`config.mk`:
```
export PLATFORM = sky130hd
export DESIGN_NAME = poll_status
export DESIGN_NICKNAME = d
export VERILOG_FILES = /design/src/rtl/pin_sync.v /design/src/rtl/poll_sequencer.v /design/src/rtl/poll_status.v
export VERILOG_INCLUDE_DIRS = /design/src /design/src/rtl
export SDC_FILE = /design/constraint.sdc
export NUM_CORES = 1
export LEC_CHECK = 0
export BUFFER_PORTS_ARGS = -buffer_cell sky130_fd_sc_hd__buf_2
export CORE_ASPECT_RATIO = 0.75
export CORE_MARGIN = 3
export CORE_UTILIZATION = 45
export CTS_CLUSTER_DIAMETER = 80
export CTS_CLUSTER_SIZE = 40
export DETAILED_ROUTE_END_ITERATION = 16
export PLACE_DENSITY = 0.86
export RECOVER_POWER = 25
export SLEW_MARGIN = 20
export SYNTH_ARGS = -nofsm -noshare
export SYNTH_HDL_FRONTEND = slang
export SYNTH_SLANG_ARGS = --single-unit
```
`constraint.sdc`:
```
create_clock -name clock -period 2.05 [get_ports clock]
set_clock_uncertainty 0.15 [all_clocks]
set_input_delay 0 -clock clock [delete_from_list [all_inputs] [get_ports clock]]
set_output_delay 0 -clock clock [all_outputs]
set_load 0.03 [all_outputs]
```
`src/rtl/poll_status_regs.vh`:
```
// register map, field positions and command codes for the poll and status block
// assumes an AHB-Lite master with 32-bit single word transfers
//
// What this block does
// - status shows service-request indication: 1 once line asserts while armed, 0 after a read
// - a true service-request indication clears after one read, even if line stays
// - indication re-arms after a poll if line still asserted, else on next assertion
// - serial poll: talk address, enable, take one byte, disable, untalk
// - parallel poll starts only as active controller, samples eight data lines together
// - configure: listen address, configure command, then configuration byte; target stores it
// - as device, return host-programmed serial poll response byte when polled
// - writing the response byte may also assert the service-request line
// - host-writable mask bits let service request and bus events interrupt
// - as device, address change flag on talk or listen change; both bits readable
// - status one holds trigger and device clear received flags
// - status two shows remote and local lockout states
// - as controller, set service-request-seen bit once the line asserts
// - reading status one clears all its flags; reading status two clears only the service-request-seen bit
// - status one holds byte received and byte send ready flags
// - terminal count bit readable for each of three DMA channels
// - DMA uses request line answered by acknowledge from system controller
`ifndef POLL_STATUS_REGS_VH
`define POLL_STATUS_REGS_VH

// byte addresses
`define ADDR_CTRL      8'h00
`define ADDR_POLL_RSP  8'h04
`define ADDR_CMD       8'h08
`define ADDR_RESULT    8'h0C
`define ADDR_IMASK1    8'h10
`define ADDR_IMASK2    8'h14
`define ADDR_ISTAT1    8'h18
`define ADDR_ISTAT2    8'h1C
`define ADDR_ADDR_STAT 8'h20
`define ADDR_DMA_STAT  8'h24
`define ADDR_BUS_STAT  8'h28

// ctrl bits
`define CTRL_CIC       0
// serial_poll_routine_rsp: bits 7:0 byte, bit 8 request service
`define RSP_RQS        8
// cmd: bits 7:0 target/config, bit 8 start serial poll, bit 9 parallel poll,
// bit 10 configure
`define CMD_SER_POLL   8
`define CMD_PAR_POLL   9
`define CMD_PPCFG      10
// result: bits 7:0 byte, bit 8 busy
`define RES_BUSY       8

// status one fields
`define IS1_DI         0
`define IS1_DO         1
`define IS1_DEC        2
`define IS1_DET        3
`define IS1_ADDR_CHG   4
// status two fields
`define IS2_REM        0
`define IS2_LOK        1
`define IS2_SRQ_SEEN   2

// bus command codes
`define GPIB_TAG_TALK   8'h40
`define GPIB_TAG_LISTEN 8'h20
`define GPIB_UNT        8'h5F
`define GPIB_UNL        8'h3F
`define GPIB_SPE        8'h18
`define GPIB_SPD        8'h19
`define GPIB_PPC        8'h05

`define RST_BYTE        8'h00
`endif

```
`src/rtl/pin_sync.v`:
```
// two flip-flop synchroniser for a group of level inputs
// assumes inputs are asynchronous to clock
`default_nettype none
module pin_sync #(
	parameter WIDTH = 8
) (
	input  wire             clock,
	input  wire             srst,
	input  wire [WIDTH-1:0] async_in,
	output wire [WIDTH-1:0] sync_out
);
	reg [WIDTH-1:0] meta_reg;
	reg [WIDTH-1:0] sync_reg;

	always @(posedge clock) begin
		if (srst) begin
			meta_reg <= {WIDTH{1'b0}};
			sync_reg <= {WIDTH{1'b0}};
		end else begin
			meta_reg <= async_in;
			sync_reg <= meta_reg;
		end
	end
	assign sync_out = sync_reg;
endmodule // pin_sync
`default_nettype wire

```
`src/rtl/poll_sequencer.v`:
```
// controller-side command sequencer: serial poll, parallel poll, poll configure
// assumes a byte command port that the bus engine accepts on cmd_ready
`include "poll_status_regs.vh"
`default_nettype none
module poll_sequencer (
	// clock and reset
	input  wire       clock,
	input  wire       srst,
	// control
	input  wire       is_controller,
	input  wire       start_serial_poll_routine,
	input  wire       start_parallel_poll_routine,
	input  wire       start_ppcfg,
	input  wire [7:0] arg,
	// bus command port
	output reg        cmd_valid,
	output reg  [7:0] cmd_byte,
	input  wire       cmd_ready,
	output reg        serial_poll_routine_listen,
	input  wire       rx_valid,
	input  wire [7:0] rx_byte,
	output reg        parallel_poll_routine_sample,
	input  wire [7:0] dio_sync,
	// results
	output reg  [7:0] result_reg,
	output wire       busy,
	output reg        done_pulse
);
	localparam ST_IDLE = 3'h0;
	localparam ST_SEND = 3'h1;
	localparam ST_RECV = 3'h2;
	localparam ST_PP   = 3'h3;

	reg [2:0] state_reg;
	reg [2:0] step_reg;
	reg [1:0] kind_reg;
	reg [7:0] arg_reg;
	reg [7:0] next_cmd;

	assign busy = (state_reg != ST_IDLE);

	// serial poll: talk address, enable, disable, untalk; configure: listen address, configure, configuration byte, unlisten
	always @* begin
		next_cmd = `GPIB_UNT;
		if (kind_reg == 2'h1) begin
			case (step_reg)
				3'h0: next_cmd = `GPIB_TAG_TALK | {3'h0, arg_reg[4:0]};
				3'h1: next_cmd = `GPIB_SPE;
				3'h2: next_cmd = `GPIB_SPD;
				default: next_cmd = `GPIB_UNT;
			endcase
		end else begin
			case (step_reg)
				3'h0: next_cmd = `GPIB_TAG_LISTEN | {3'h0, arg_reg[4:0]};
				3'h1: next_cmd = `GPIB_PPC;
				3'h2: next_cmd = arg_reg;
				default: next_cmd = `GPIB_UNL;
			endcase
		end
	end

	always @(posedge clock) begin
		if (srst) begin
			state_reg    <= ST_IDLE;
			step_reg     <= 3'h0;
			kind_reg     <= 2'h0;
			arg_reg      <= 8'h00;
			cmd_valid    <= 1'b0;
			cmd_byte     <= 8'h00;
			serial_poll_routine_listen <= 1'b0;
			parallel_poll_routine_sample <= 1'b0;
			result_reg   <= 8'h00;
			done_pulse   <= 1'b0;
		end else begin
			done_pulse   <= 1'b0;
			parallel_poll_routine_sample <= 1'b0;
			case (state_reg)
				ST_IDLE: begin
					if (is_controller && start_serial_poll_routine) begin
						kind_reg  <= 2'h1;
						arg_reg   <= arg;
						step_reg  <= 3'h0;
						state_reg <= ST_SEND;
					end else if (is_controller && start_parallel_poll_routine) begin
						parallel_poll_routine_sample <= 1'b1;
						state_reg    <= ST_PP;
					end else if (is_controller && start_ppcfg) begin
						kind_reg  <= 2'h2;
						arg_reg   <= arg;
						step_reg  <= 3'h0;
						state_reg <= ST_SEND;
					end
				end
				ST_SEND: begin
					if (!cmd_valid) begin
						cmd_valid <= 1'b1;
						cmd_byte  <= next_cmd;
					end else if (cmd_ready) begin
						cmd_valid <= 1'b0;
						step_reg  <= step_reg + 3'h1;
						if (kind_reg == 2'h1 && step_reg == 3'h1) begin
							serial_poll_routine_listen <= 1'b1;
							state_reg    <= ST_RECV;
						end else if (step_reg == 3'h3) begin
							done_pulse <= 1'b1;
							state_reg  <= ST_IDLE;
						end
					end
				end
				ST_RECV: begin
					// exactly one response byte taken
					if (rx_valid) begin
						result_reg   <= rx_byte;
						serial_poll_routine_listen <= 1'b0;
						state_reg    <= ST_SEND;
					end
				end
				ST_PP: begin
					// all eight lines sampled together, one per device or group
					result_reg <= dio_sync;
					done_pulse <= 1'b1;
					state_reg  <= ST_IDLE;
				end
				default: state_reg <= ST_IDLE;
			endcase
		end
	end
endmodule // poll_sequencer
`default_nettype wire

```
`src/rtl/poll_status.v`:
```
// poll, service request and interrupt status block with an AHB-Lite register slave
// assumes a bus engine that reports talker/listener states and received commands
// as single-cycle pulses on the same clock; bus line inputs are asynchronous
//
// Chosen here: the register offsets and the AHB-Lite interface to the registers.
`include "poll_status_regs.vh"
`default_nettype none
module poll_status #(
	parameter DMA_CHANNELS = 3
) (
	// clock and reset
	input  wire                    clock,
	input  wire                    srst,
	// ahb-lite slave
	input  wire                    hsel,
	input  wire [7:0]              haddr,
	input  wire [1:0]              htrans,
	input  wire                    hwrite,
	input  wire [2:0]              hsize,
	input  wire [31:0]             hwdata,
	input  wire                    hready,
	output wire                    hreadyout,
	output wire                    hresp,
	output reg  [31:0]             hrdata,
	// bus lines, asynchronous
	input  wire                    srq_in,
	input  wire [7:0]              dio_in,
	output wire                    srq_out,
	output wire                    srq_oe,
	// bus engine, same clock
	input  wire                    talk_addressed_bit,
	input  wire                    listen_addressed_bit,
	input  wire                    remote_state,
	input  wire                    lockout_state,
	input  wire                    trigger_rcvd,
	input  wire                    clear_rcvd,
	input  wire                    byte_in_event,
	input  wire                    byte_out_event,
	input  wire                    serial_polled,
	output wire                    cmd_valid,
	output wire [7:0]              cmd_byte,
	input  wire                    cmd_ready,
	output wire                    serial_poll_routine_listen,
	input  wire                    rx_valid,
	input  wire [7:0]              rx_byte,
	output wire                    parallel_poll_routine_sample,
	output reg  [7:0]              poll_response,
	// dma
	input  wire [DMA_CHANNELS-1:0] dma_tc_event,
	input  wire                    dma_want,
	input  wire                    dma_ack,
	output wire                    dma_request_line,
	// interrupt
	output wire                    irq
);
	wire [8:0] sync_out;
	wire       srq_line;
	wire [7:0] dio_sync;

	pin_sync #(
		.WIDTH(9)
	) u_sync (
		.clock   (clock),
		.srst    (srst),
		.async_in({srq_in, dio_in}),
		.sync_out(sync_out)
	);
	assign srq_line = sync_out[8];
	assign dio_sync = sync_out[7:0];

	// ahb address phase capture
	reg        wr_pend_reg;
	reg        rd_pend_reg;
	reg  [7:0] addr_reg;
	wire       take;

	assign take      = hsel && hready && htrans[1];
	assign hreadyout = 1'b1;
	assign hresp     = 1'b0;

	always @(posedge clock) begin
		if (srst) begin
			wr_pend_reg <= 1'b0;
			rd_pend_reg <= 1'b0;
			addr_reg    <= 8'h00;
		end else begin
			wr_pend_reg <= take && hwrite;
			rd_pend_reg <= take && !hwrite;
			if (take) begin
				addr_reg <= {haddr[7:2], 2'b00};
			end
		end
	end

	wire wr_ctrl   = wr_pend_reg && (addr_reg == `ADDR_CTRL);
	wire wr_rsp    = wr_pend_reg && (addr_reg == `ADDR_POLL_RSP);
	wire wr_cmd    = wr_pend_reg && (addr_reg == `ADDR_CMD);
	wire wr_mask1  = wr_pend_reg && (addr_reg == `ADDR_IMASK1);
	wire wr_mask2  = wr_pend_reg && (addr_reg == `ADDR_IMASK2);
	// read data is registered on the address phase edge, so clearing there loses nothing
	wire rd_stat1  = take && !hwrite && ({haddr[7:2], 2'b00} == `ADDR_ISTAT1);
	wire rd_stat2  = take && !hwrite && ({haddr[7:2], 2'b00} == `ADDR_ISTAT2);
	wire rd_bus    = take && !hwrite && ({haddr[7:2], 2'b00} == `ADDR_BUS_STAT);
	wire rd_dma    = take && !hwrite && ({haddr[7:2], 2'b00} == `ADDR_DMA_STAT);

	// control registers
	reg       cic_reg;
	reg       rqs_reg;
	reg [4:0] mask1_reg;
	reg [2:0] mask2_reg;

	always @(posedge clock) begin
		if (srst) begin
			cic_reg       <= 1'b0;
			rqs_reg       <= 1'b0;
			poll_response <= `RST_BYTE;
			mask1_reg     <= 5'h00;
			mask2_reg     <= 3'h0;
		end else begin
			if (wr_ctrl) begin
				cic_reg <= hwdata[`CTRL_CIC];
			end
			if (wr_rsp) begin
				poll_response <= hwdata[7:0];
				rqs_reg       <= hwdata[`RSP_RQS];
			end else if (serial_polled) begin
				// request withdrawn once the controller has polled us
				rqs_reg <= 1'b0;
			end
			if (wr_mask1) begin
				mask1_reg <= hwdata[4:0];
			end
			if (wr_mask2) begin
				mask2_reg <= hwdata[2:0];
			end
		end
	end

	// service request drive only as device; open drain, line pulled low to assert
	assign srq_out = 1'b0;
	assign srq_oe  = rqs_reg && !cic_reg;

	// service request indication: one-shot until line drops or a poll completes
	reg  srq_prev_reg;
	reg  srq_ind_reg;
	reg  srq_armed_reg;
	wire poll_done;

	always @(posedge clock) begin
		if (srst) begin
			srq_prev_reg  <= 1'b0;
			srq_ind_reg   <= 1'b0;
			srq_armed_reg <= 1'b1;
		end else begin
			srq_prev_reg <= srq_line;
			if (srq_armed_reg && srq_line) begin
				srq_ind_reg   <= 1'b1;
				srq_armed_reg <= 1'b0;
			end else if (rd_bus && srq_ind_reg) begin
				srq_ind_reg <= 1'b0;
			end else if (poll_done || !srq_line) begin
				srq_armed_reg <= 1'b1;
			end
		end
	end

	// address status change detect
	reg talk_prev_reg;
	reg listen_prev_reg;
	always @(posedge clock) begin
		if (srst) begin
			talk_prev_reg   <= 1'b0;
			listen_prev_reg <= 1'b0;
		end else begin
			talk_prev_reg   <= talk_addressed_bit;
			listen_prev_reg <= listen_addressed_bit;
		end
	end
	wire address_change_flag = (talk_prev_reg != talk_addressed_bit) ||
		(listen_prev_reg != listen_addressed_bit);
	wire srq_rise = srq_line && !srq_prev_reg;

	// sticky flags, set wins over clear-on-read
	reg [4:0] stat1_reg;
	reg       stat2_service_request_seen_bit_reg;
	wire [4:0] set1;
	assign set1[`IS1_DI]   = byte_in_event;
	assign set1[`IS1_DO]   = byte_out_event;
	assign set1[`IS1_DEC]  = clear_rcvd && !cic_reg;
	assign set1[`IS1_DET]  = trigger_rcvd && !cic_reg;
	assign set1[`IS1_ADDR_CHG] = address_change_flag && !cic_reg;

	always @(posedge clock) begin
		if (srst) begin
			stat1_reg      <= 5'h00;
			stat2_service_request_seen_bit_reg <= 1'b0;
		end else begin
			stat1_reg      <= (rd_stat1 ? 5'h00 : stat1_reg) | set1;
			stat2_service_request_seen_bit_reg <= (rd_stat2 ? 1'b0 : stat2_service_request_seen_bit_reg) |
				(cic_reg && srq_rise);
		end
	end
	wire [2:0] stat2 = {stat2_service_request_seen_bit_reg, lockout_state, remote_state};

	// dma terminal count, clear on read
	reg [DMA_CHANNELS-1:0] tc_reg;
	always @(posedge clock) begin
		if (srst) begin
			tc_reg <= {DMA_CHANNELS{1'b0}};
		end else begin
			tc_reg <= (rd_dma ? {DMA_CHANNELS{1'b0}} : tc_reg) | dma_tc_event;
		end
	end
	// request held until acknowledged by the system dma controller
	assign dma_request_line = dma_want && !dma_ack;

	// interrupt: status two state bits count as flags while set
	assign irq = |(stat1_reg & mask1_reg) | |(stat2 & mask2_reg);

	// controller sequencer
	wire [7:0] result;
	wire       seq_busy;
	wire       seq_done;
	reg        ser_poll_seen_reg;

	poll_sequencer u_seq (
		.clock        (clock),
		.srst         (srst),
		.is_controller(cic_reg),
		.start_serial_poll_routine  (wr_cmd && hwdata[`CMD_SER_POLL]),
		.start_parallel_poll_routine  (wr_cmd && hwdata[`CMD_PAR_POLL]),
		.start_ppcfg  (wr_cmd && hwdata[`CMD_PPCFG]),
		.arg          (hwdata[7:0]),
		.cmd_valid    (cmd_valid),
		.cmd_byte     (cmd_byte),
		.cmd_ready    (cmd_ready),
		.serial_poll_routine_listen (serial_poll_routine_listen),
		.rx_valid     (rx_valid),
		.rx_byte      (rx_byte),
		.parallel_poll_routine_sample (parallel_poll_routine_sample),
		.dio_sync     (dio_sync),
		.result_reg   (result),
		.busy         (seq_busy),
		.done_pulse   (seq_done)
	);
	// only a completed serial poll re-arms the indicator, not a configure run
	assign poll_done = seq_done && ser_poll_seen_reg;

	always @(posedge clock) begin
		if (srst) begin
			ser_poll_seen_reg <= 1'b0;
		end else if (serial_poll_routine_listen) begin
			ser_poll_seen_reg <= 1'b1;
		end else if (seq_done) begin
			ser_poll_seen_reg <= 1'b0;
		end
	end

	// read mux, registered on the address phase edge
	always @(posedge clock) begin
		if (srst) begin
			hrdata <= 32'h00000000;
		end else if (take && !hwrite) begin
			case ({haddr[7:2], 2'b00})
				`ADDR_CTRL:      hrdata <= {31'h0, cic_reg};
				`ADDR_POLL_RSP:  hrdata <= {23'h0, rqs_reg, poll_response};
				`ADDR_RESULT:    hrdata <= {23'h0, seq_busy, result};
				`ADDR_IMASK1:    hrdata <= {27'h0, mask1_reg};
				`ADDR_IMASK2:    hrdata <= {29'h0, mask2_reg};
				`ADDR_ISTAT1:    hrdata <= {27'h0, stat1_reg};
				`ADDR_ISTAT2:    hrdata <= {29'h0, stat2};
				`ADDR_ADDR_STAT: hrdata <= {30'h0, listen_addressed_bit,
					talk_addressed_bit};
				`ADDR_DMA_STAT:  hrdata <= {{(32-DMA_CHANNELS){1'b0}}, tc_reg};
				`ADDR_BUS_STAT:  hrdata <= {31'h0, srq_ind_reg};
				default:         hrdata <= 32'h00000000;
			endcase
		end
	end
endmodule // poll_status
`default_nettype wire

```
Word level (Yosys, flattened, before mapping)
Index checks and enable logic that the tools add are counted.
- flip-flop bits (word level): 126
- input port bits: 83
- word-level logic and storage cells: 182
- $add $sub $neg: 1
- equality and inequality tests: 32
- muxes and demuxes: 52
- bitwise operators: 8
- reduce and logical (&&, ||, !) cells: 60
- operators with widths (cell ; count):
    case mux 9 bit (10 select lines) ; 1
    two-way mux 3 bit ; 14
    two-way mux 8 bit ; 5
    == test 6 x 3 -> 1 bit (second input constant) ; 6
    logical AND 1 bit ; 30
    case mux 8 bit (3 select lines) ; 1
    two-way mux 1 bit ; 21
    case mux 7 bit (3 select lines) ; 1
    == test 6 x 4 -> 1 bit (second input constant) ; 3
    case mux 8 bit (2 select lines) ; 1
    nonzero test 2 bit ; 8
    AND reduction 5 bit ; 3
    == test 3 x 2 -> 1 bit (second input constant) ; 4
    == test 6 x 1 -> 1 bit (second input constant) ; 2
    == test 6 x 2 -> 1 bit (second input constant) ; 2
    case mux 3 bit (3 select lines) ; 1
    zero test 8 bit ; 1
    == test 3 x 1 -> 1 bit (second input constant) ; 2
    zero test 3 bit ; 2
    zero test 6 bit ; 1
    two-way mux 2 bit ; 3
    != test 2 x 1 -> 1 bit (second input constant) ; 3
    != test 2 bit (second input constant) ; 3
    != test 3 x 1 -> 1 bit (second input constant) ; 2
    21 further kinds ; 33

Depth between registers and ports, before layout
Gate-level depths: netlist of the first run.
- depth after elaboration: 8
- mapped depth: 8
- gate-level depth less buffers: 7

Modules after synthesis
From an unflattened synthesis of the first run, not the netlist that was laid out.
- cells, all modules: 508
- area, all modules: 4596.9 um^2
- by module, submodules not included (module ; times used ; cells each ; area each (um^2) ; sequential area each (um^2)):
    poll_status ; 1 ; 267 ; 2429.8 ; 980.9
    poll_sequencer ; 1 ; 204 ; 1677.9 ; 700.7
    pin_sync ; 1 ; 37 ; 489.2 ; 360.3

Worst setup path before layout of the first run
No wires, ideal clock.
- kind: register to register
- start point: register addr_reg[7]
- end point: register u_seq.arg_reg[7]
- setup time: 0.128 ns
- arrival time: 1.685 ns
- data required time: 1.772 ns
- setup slack: 0.087 ns
- stages on the path, launching flop included: 8
- path buffers: 2
- period minus slack after synthesis: 1.963 ns
- path through: dfxtp_1 or4b_1 buf_2 nor3b_4 and2_1 buf_6 mux2i_1 nor2_1
- longest elaborated chain between the ends: 6
- RTL lines (what ; line ; text):
    start: declaration ; poll_status.v:74 ; reg [7:0] addr_reg;
    start signal: assignment ; poll_status.v:90 ; addr_reg <= {haddr[7:2], 2'b00};
    == test 6 x 2 -> 1 bit (no source line) (*) ; - ;
    logical AND 1 bit (*) ; poll_status.v:97 ; wire wr_cmd = wr_pend_reg && (addr_reg == `ADDR_CMD);
    logical AND 1 bit, on equally long branches ; poll_status.v:231, poll_status.v:230, poll_status.v:232 ;
    logical AND 1 bit, on equally long branches ; poll_sequencer.v:84, poll_sequencer.v:79, poll_sequencer.v:87 ;
    != test 2 x 1 -> 1 bit (no source line) or nonzero test 2 bit (tied branches) ; - ;
    AND reduction 3 bit (no source line) ; - ;
    end signal: assignment ; poll_sequencer.v:81 ; arg_reg <= arg;
    end signal: assignment ; poll_sequencer.v:89 ; arg_reg <= arg;
    end: declaration ; poll_sequencer.v:37 ; reg [7:0] arg_reg;
Mark *: on every way between the ends. The rest lies on a longest branch, timed or not.
A chain may end at the register's enable or synchronous reset.

Worst setup path in the final report of the first run
- start point: input port haddr[7]
- end point: register stat1_reg[1]
- longest elaborated chain between the ends: 4
- RTL lines (what ; line ; text):
    start: declaration ; poll_status.v:16 ; input wire [7:0] haddr,
    == test 6 x 3 -> 1 bit ; - ;
    logical AND 1 bit ; poll_status.v:101 ; wire rd_stat1 = take && !hwrite && ({haddr[7:2], 2'b00} == `ADDR_ISTAT1);
    two-way mux 5 bit ; poll_status.v:198 ; stat1_reg <= (rd_stat1 ? 5'h00 : stat1_reg) | set1;
    bitwise OR 5 bit ; poll_status.v:198 ;
    end signal: assignment ; poll_status.v:198 ;
    end: declaration ; poll_status.v:184 ; reg [4:0] stat1_reg;
Every way passes these cells.

==> results of run 1 <==
[worst min-delay path, stage by stage]
cell and delay (ps):
buf_2 100, nor2_1 130, nand2_1 90, o21ai_0 60, a21oi_1 110
[routing by layer]
metal  wire length, um  track usage [%]  part of all wire [%]  up-vias
li1                  -                -                     -     2000
met1              5313            28.73                    43     1939
met2              5834            35.77                    48      156
met3               895            5.800                   7.3       28
met4               221            6.530                   1.8        0
met5                 0                0                     0        -
[stage by stage]
step | cells | total power, mW | hold slack [ps]
5_1_grt | 787 | 4.419 | 62.74
6_report | 787 | 4.250 | 32.84
2_1_floorplan | 532 | 2.431 | -70.67
3_3_place_gp | 716 | 2.528 | 54.33
3_5_place_dp | 716 | 2.540 | 65.47
4_1_cts | 787 | 4.275 | 6.783
[cells in the mapped netlist (3+ instances only)]
cell type,n
nor2b_1,30
mux2i_1,39
nand4_1,3
nand2b_1,4
o22ai_1,3
nor3b_1,3
nor4_1,4
inv_1,8
o21ai_0,18
nor2_1,82
nor4b_1,3
dfxtp_1,102
nand3_1,9
a22oi_1,10
a21oi_1,25
ha_1,5
nor4bb_1,3
clkbuf_1,27
buf_4,27
nand2_1,27
nor3_1,14
a221oi_1,3
a211oi_1,16
[power by group through the flow]
| stage | Sequential [mW] | Clock (mW) | Combinational [mW] |
|---|---|---|---|
| 3_5_place_dp | 2.11 | 0 | 0.426 |
| 4_1_cts | 2.07 | 1.69 | 0.514 |
| 3_3_place_gp | 2.11 | 0 | 0.417 |
| 6_report | 2.07 | 1.66 | 0.522 |
| 2_1_floorplan | 2.14 | 0 | 0.288 |
| 5_1_grt | 2.08 | 1.78 | 0.566 |
[path summary, 6_finish.rpt]
path / startpoint / end / slack (ps)
min: hwrite / stat2_service_request_seen_bit_reg / 30
max: haddr[7] / stat1_reg[1] / 60
max reg2reg: addr_reg[6] / u_seq.arg_reg[6] / 80
min reg2reg: u_sync.meta_reg[7] / u_sync.sync_out[7] / 290
[kinds of logic after synthesis]
group                      after synthesis  share of synthesized area [%]
AOI/OAI and AO/OA                       94                          13.70
DFF                                    102                          45.18
and+or+nand+nor                        197                          22.20
muxes                                   41                          9.136
other                                    2                         0.1662
adders and majority gates                5                          1.384
xor gates and xnor gates                 2                         0.3877
buffers and inverters                   65                          7.835
[repair_timing]
action | CTS | global route
hold buffers | 55 | 0
resized for setup | 1 | 10
endpoints found under the setup margin | 27 | 15
cloned | 0 | 0
hold endpoints to repair | 72 | 0
pin swaps | 0 | 3
[cells in the final DEF (no fill, tap or decap), drive strengths merged, types with 3 or more instances in the layout]
master       instances
o21ai               18
nor4bb               3
a211oi              17
a22oi               10
nor3b                4
nand3                9
buf                 82
a221oi               3
conb                26
dlygate4sd3         55
dfxtp              102
mux2i               39
ha                   5
nand2               27
nor2b               30
nand2b               4
inv                 12
clkbuf              36
nor3                14
nor4b                4
nor4                 4
a21oi               25
nand4                3
o22ai                3
nor2                82
[area by class of cell]
type                       count  share of cell area [%]
clock buffer                   9                   3.807
multi-input combinational    365                   38.39
timing repair buffer         164                   18.89
clock inverter                 7                   1.100
inverter                       8                  0.5076
tap                          132                   2.792
sequential                   102                   34.52
==> results.tsv, run 1 <==
stage	metric	value	unit
timing	max_slew.worst_pin.slew	996.4	ps
cts	clkSinkCount	102	
logic_synthesis	dominantRegCellSynth	dfxtp_1	
timing	post-route-min-period	1987	ps
final_layout	utilization	60.76	%
power_and_ir_drop	combPwrFrac	12.3	%
worst_setup_path	cp_slowest_cell	dlygate4sd3_1	
cts	cts_tree	built	
run	maxCapViolCount	0	
logic_synthesis	synth_edf_count	0	
final_layout	syn_to_final_growth	30.90	%
global_routing	antenna_found_initial	0	
die	die-area	11290	um2
logic_synthesis	synth_top_area_share	45.18	%
global_routing	grt_pass1_wl	19.51	mm
worst_setup_path	worst-r2r-cell-count	6	
logic_synthesis	synth_cell_types	54	
worst_setup_path	end_kind	flop	
cts	post_cts_buffers	0	
worst_setup_path	start_kind	input port	
drt	post_drt_wl_per_cell	15.58	um
die	io_pins	140	
logic_synthesis	ys_ff_latch	102	
logic_synthesis	synthArstFlopShare	0	%
drt	drt-vias-per-instance	5.239	
global_routing	grt_start_max_net_pins	62	
power_and_ir_drop	power.leakage	2.366	nW
die	rows	31	
drt	routed-via-count	4123	
timing	relSlewSlack	33.58	%
timing	period_share	96.92	%
place	dp_hpwl	8.372	mm
cts	cts_made_buffers	9	
drt	routed_wl	12.26	mm
run_status	status	finished clean	
drt	ant_nets	0	
power_and_ir_drop	power_switching	1.147	mW
final_layout	drive_gt1_share	17.40	%
logic_synthesis	yosys_warnings	0	
logic_synthesis	synth.avg_cell_area	8.896	um2
power_and_ir_drop	ir_worst_vdd	0.0004783	V
global_routing	grt_pass1_vias	3994	
worst_setup_path	cp_data_required_time	2140	ps
die	start_util	46.42	%
logic_synthesis	ys_seq_area_share	45.18	%
place	place_ws	-65.88	ps
final_layout	multi_input_area	2271	um2
worst_setup_path	max_stage_delay	560	ps
cts	cts.clk_slew.worst_paths	70	ps
power_and_ir_drop	p_sw_share	26.98	%
logic_synthesis	yosys.area.top_type	dfxtp_1	
timing	setup_ws	63.18	ps
timing	fin_setup_tns	0	ps
place	placed_area	5060	um2
min_path	hold_depth	5	
final_layout	register_area	2042	um2
worst_setup_path	critPathBufInv	3	
power_and_ir_drop	p_int	3.104	mW
final_layout	nNetsFinal	738	
place	port_buffers	86	
die	fp.coreArea	9736	um2
timing	drv_slew	0	
power_and_ir_drop	power_frac_seq	48.7	%
logic_synthesis	postSynthCellCount	508	
power_and_ir_drop	power.density	718.5	nW/um2
place	globalplace.congestion	0.9439	
timing	max_freq	503.3	MHz
drt	drc	0	
final_layout	antenna_cells	0	
final_layout	fillers	840	
die	die_h	92.79	um
worst_setup_path	criticalPathCategory	input port to flop	
cts	htree_levels	3	
final_layout	design_area	5916	um2
logic_synthesis	ys_top_cells_by_area	dfxtp_1 (45%), mux2i_1 (8.6%), nor2_1 (6.8%), buf_4 (4.5%), nor2b_1 (4.2%)	
global_routing	grt_use_total	21.99	%
cts	clk_latency	350	ps
power_and_ir_drop	pwr-share-clk	39.0	%
cts	cts_buffer_depth	2	
timing	setup_viol	0	
worst_setup_path	cp_num_cells	7	
drt	first_iter_violations	389	
worst_setup_path	worstPathArrival	2070	ps
global_routing	globalRoute.totalOverflow	0	
logic_synthesis	synthesis.area	4519	um2
min_path	hp-class	input port to flop	
drt	dr.pass1.iters	6	
worst_setup_path	cp_common_cell	dlygate4sd3_1	
timing	rsz0062_at_grt	no	
worst_setup_path	crit_chain	dlygate4sd3_1 -> buf_2 -> nor3_4 -> nand2_1 -> a21oi_1 -> nor2_1 -> dlygate4sd3_1	
die	die_x	121.7	um
worst_setup_path	crit_fanout	9	
timing	hold_violations	0	
worst_setup_path	critical_path.top_delay_family	buffers and inverters	
cts	cts_root_buf	clkbuf_16	
(Power assumes the default switching activity.)
==> run 2: changes to the inputs <==
--- a/config.mk
+++ b/config.mk
@@ -10,12 +10,13 @@
 export CORE_ASPECT_RATIO = 0.75
 export CORE_MARGIN = 3
 export CORE_UTILIZATION = 45
+export CTS_BUF_LIST = sky130_fd_sc_hd__clkbuf_4
 export CTS_CLUSTER_DIAMETER = 80
 export CTS_CLUSTER_SIZE = 40
 export DETAILED_ROUTE_END_ITERATION = 16
 export PLACE_DENSITY = 0.86
 export RECOVER_POWER = 25
-export SLEW_MARGIN = 20
+export SLEW_MARGIN = 30
 export SYNTH_ARGS = -nofsm -noshare
 export SYNTH_HDL_FRONTEND = slang
 export SYNTH_SLANG_ARGS = --single-unit
==> run 2 against run 1 <==
  * Cell count increased by 4.3%
  * Total power down 13%
  * Clock power down 39%
  * Core utilization increased by 2.1 points
  * Combinational power grew 12%
  * Sequential share of layout area down 1.1 points
  * The run now ends with negative hold slack left
  * Via count is 4.8% higher
  * Register-to-register slack about the same
  * Worst setup slack better by 8.5 ps
==> results.tsv, run 2 (synthesized netlist as in run 1, its figures left out) <==
stage	metric	value	unit
drt	routed-via-count	4322	
place	placed_area	5060	um2
cts	clk_latency	480	ps
final_layout	drive_gt1_share	19.01	%
die	fp.coreArea	9736	um2
cts	cts_tree	built	
timing	rsz0062_at_grt	yes	
run	maxCapViolCount	0	
global_routing	grt_use_met3	6.166	%
worst_setup_path	worstPathArrival	2210	ps
cts	htree_levels	3	
place	globalplace.congestion	0.9439	
global_routing	grt_use_total	22.74	%
timing	post-route-min-period	1978	ps
cts	cts_root_buf	clkbuf_4	
die	rows	31	
worst_setup_path	end_kind	flop	
global_routing	grt_busiest_layer	met2	
timing	hold_violations	1	
final_layout	nNetsFinal	772	
timing	max_freq	505.5	MHz
drt	drt-vias-per-instance	5.264	
final_layout	multi_input_area	2281	um2
die	die-area	11290	um2
final_layout	design_area	6120	um2
cts	cts_buffer_depth	2	
drt	post_drt_wl_per_cell	15.76	um
die	io_pins	140	
timing	drv_slew	0	
cts	clkSinkCount	102	
global_routing	antenna_found_initial	0	
cts	cts.clk_slew.worst_paths	170	ps
die	die_h	92.79	um
die	start_util	46.42	%
drt	ant_nets	0	
worst_setup_path	rr_startpoint	addr_reg[6]	
final_layout	final_common_cell	dfxtp_1	
worst_setup_path	worst-r2r-cell-count	5	
place	dp_hpwl	8.372	mm
timing	period_share	96.50	%
global_routing	grt_start_max_net_pins	62	
drt	routed_wl	12.94	mm
timing	relSlewSlack	59.55	%
global_routing	grt.met2_usage	37.15	%
min_path	hold_depth	6	
min_path	hp-class	input port to flop	
timing	setup_viol	0	
run_status	status	finished with violations	
final_layout	fillers	804	
drt	drc	0	
die	die_x	121.7	um
drt	first_iter_violations	378	
final_layout	syn_to_final_growth	35.41	%
global_routing	grt_pass1_wl	20.21	mm
worst_setup_path	crit_fanout	5	
global_routing	gr-usage-met1	29.14	%
final_layout	antenna_cells	0	
min_path	hold_start	haddr[6]	
worst_setup_path	start_kind	input port	
drt	dr.pass1.iters	6	
run_status	violations	negative hold slack	
power_and_ir_drop	power.leakage	2.463	nW
final_layout	register_area	2047	um2
timing	max_slew.worst_pin.slew	606.7	ps
global_routing	globalRoute.totalOverflow	0	
place	port_buffers	86	
cts	cts_made_buffers	9	
power_and_ir_drop	p_total	3.679	mW
worst_setup_path	crit_path_start	haddr[6]	
timing	fin_hold_ws	-19.97	ps
power_and_ir_drop	ir_worst_vdd	0.0005049	V
final_layout	utilization	62.86	%
worst_setup_path	cp_data_required_time	2280	ps
global_routing	grt_pass1_vias	4123	
power_and_ir_drop	power.density	601.2	nW/um2
final_layout	final_cell_mix	dfxtp_1 (100), dlygate4sd3_1 (84), nor2_1 (81), buf_2 (65), mux2i_1 (39)	
worst_setup_path	criticalPathCategory	input port to flop	
run 2: repair_timing:
| item | in CTS | in global routing |
|---|---|---|
| endpoints found under the hold margin | 92 | 1 |
| setup endpoints to repair | 28 | 25 |
| buffers inserted | 0 | 4 |
| gates resized for setup | 1 | 18 |
| pin swaps | 0 | 3 |
| cloned | 0 | 1 |
| hold buffers | 83 | 2 |
run 2: worst paths after layout:
check,slack (ps),end
worst max-delay path,70,tc_reg[1]
worst min-delay path,-20,srq_armed_reg
worst max register to register,70,poll_response[6]
worst min register to register,310,u_sync.sync_out[6]
run 2: area by class of cell:
| type | count | area share (%) |
|---|---|---|
| clock buffer | 9 | 1.104 |
| clock inverter | 7 | 1.063 |
| inverter | 8 | 0.5520 |
| multi-input combinational | 365 | 37.27 |
| sequential | 102 | 33.45 |
| tap | 132 | 2.699 |
| timing repair buffer | 197 | 23.78 |
| timing repair inverter | 1 | 0.08178 |
run 2: critical path, cell delays in order:
cell	delay (ps)
buf_2	140
dlygate4sd3_1	660
nor4b_2	410
nand3_1	210
a21oi_1	180
dlygate4sd3_1	560
nor2_1	40
run 2: per-stage QoR:
stage                     setup slack (ps)  cells  TNS [ps]  hold slack, ps
after floorplan                      87.42    532         0          -70.67
after global placement               1.880    716         0           54.33
after detailed placement            -65.88    716    -522.3           65.47
after CTS                            17.23    815         0          0.5433
after global routing                 5.455    821         0           36.84
final                                71.68    821         0          -19.97
run 2: routing by layer:
metal	share of wire (%)	routed length, um	vias to the layer above
met2	46	5993	197
met3	8.6	1117	35
met5	0	0	-
met1	43	5548	2023
li1	-	-	2067
met4	2.2	283	0
run 2: where the power goes:
part | internal (mW) | switching [mW] | total [mW]
registers | 2.04 | 0.0333 | 2.07
clock network | 0.279 | 0.742 | 1.02
logic | 0.258 | 0.326 | 0.584
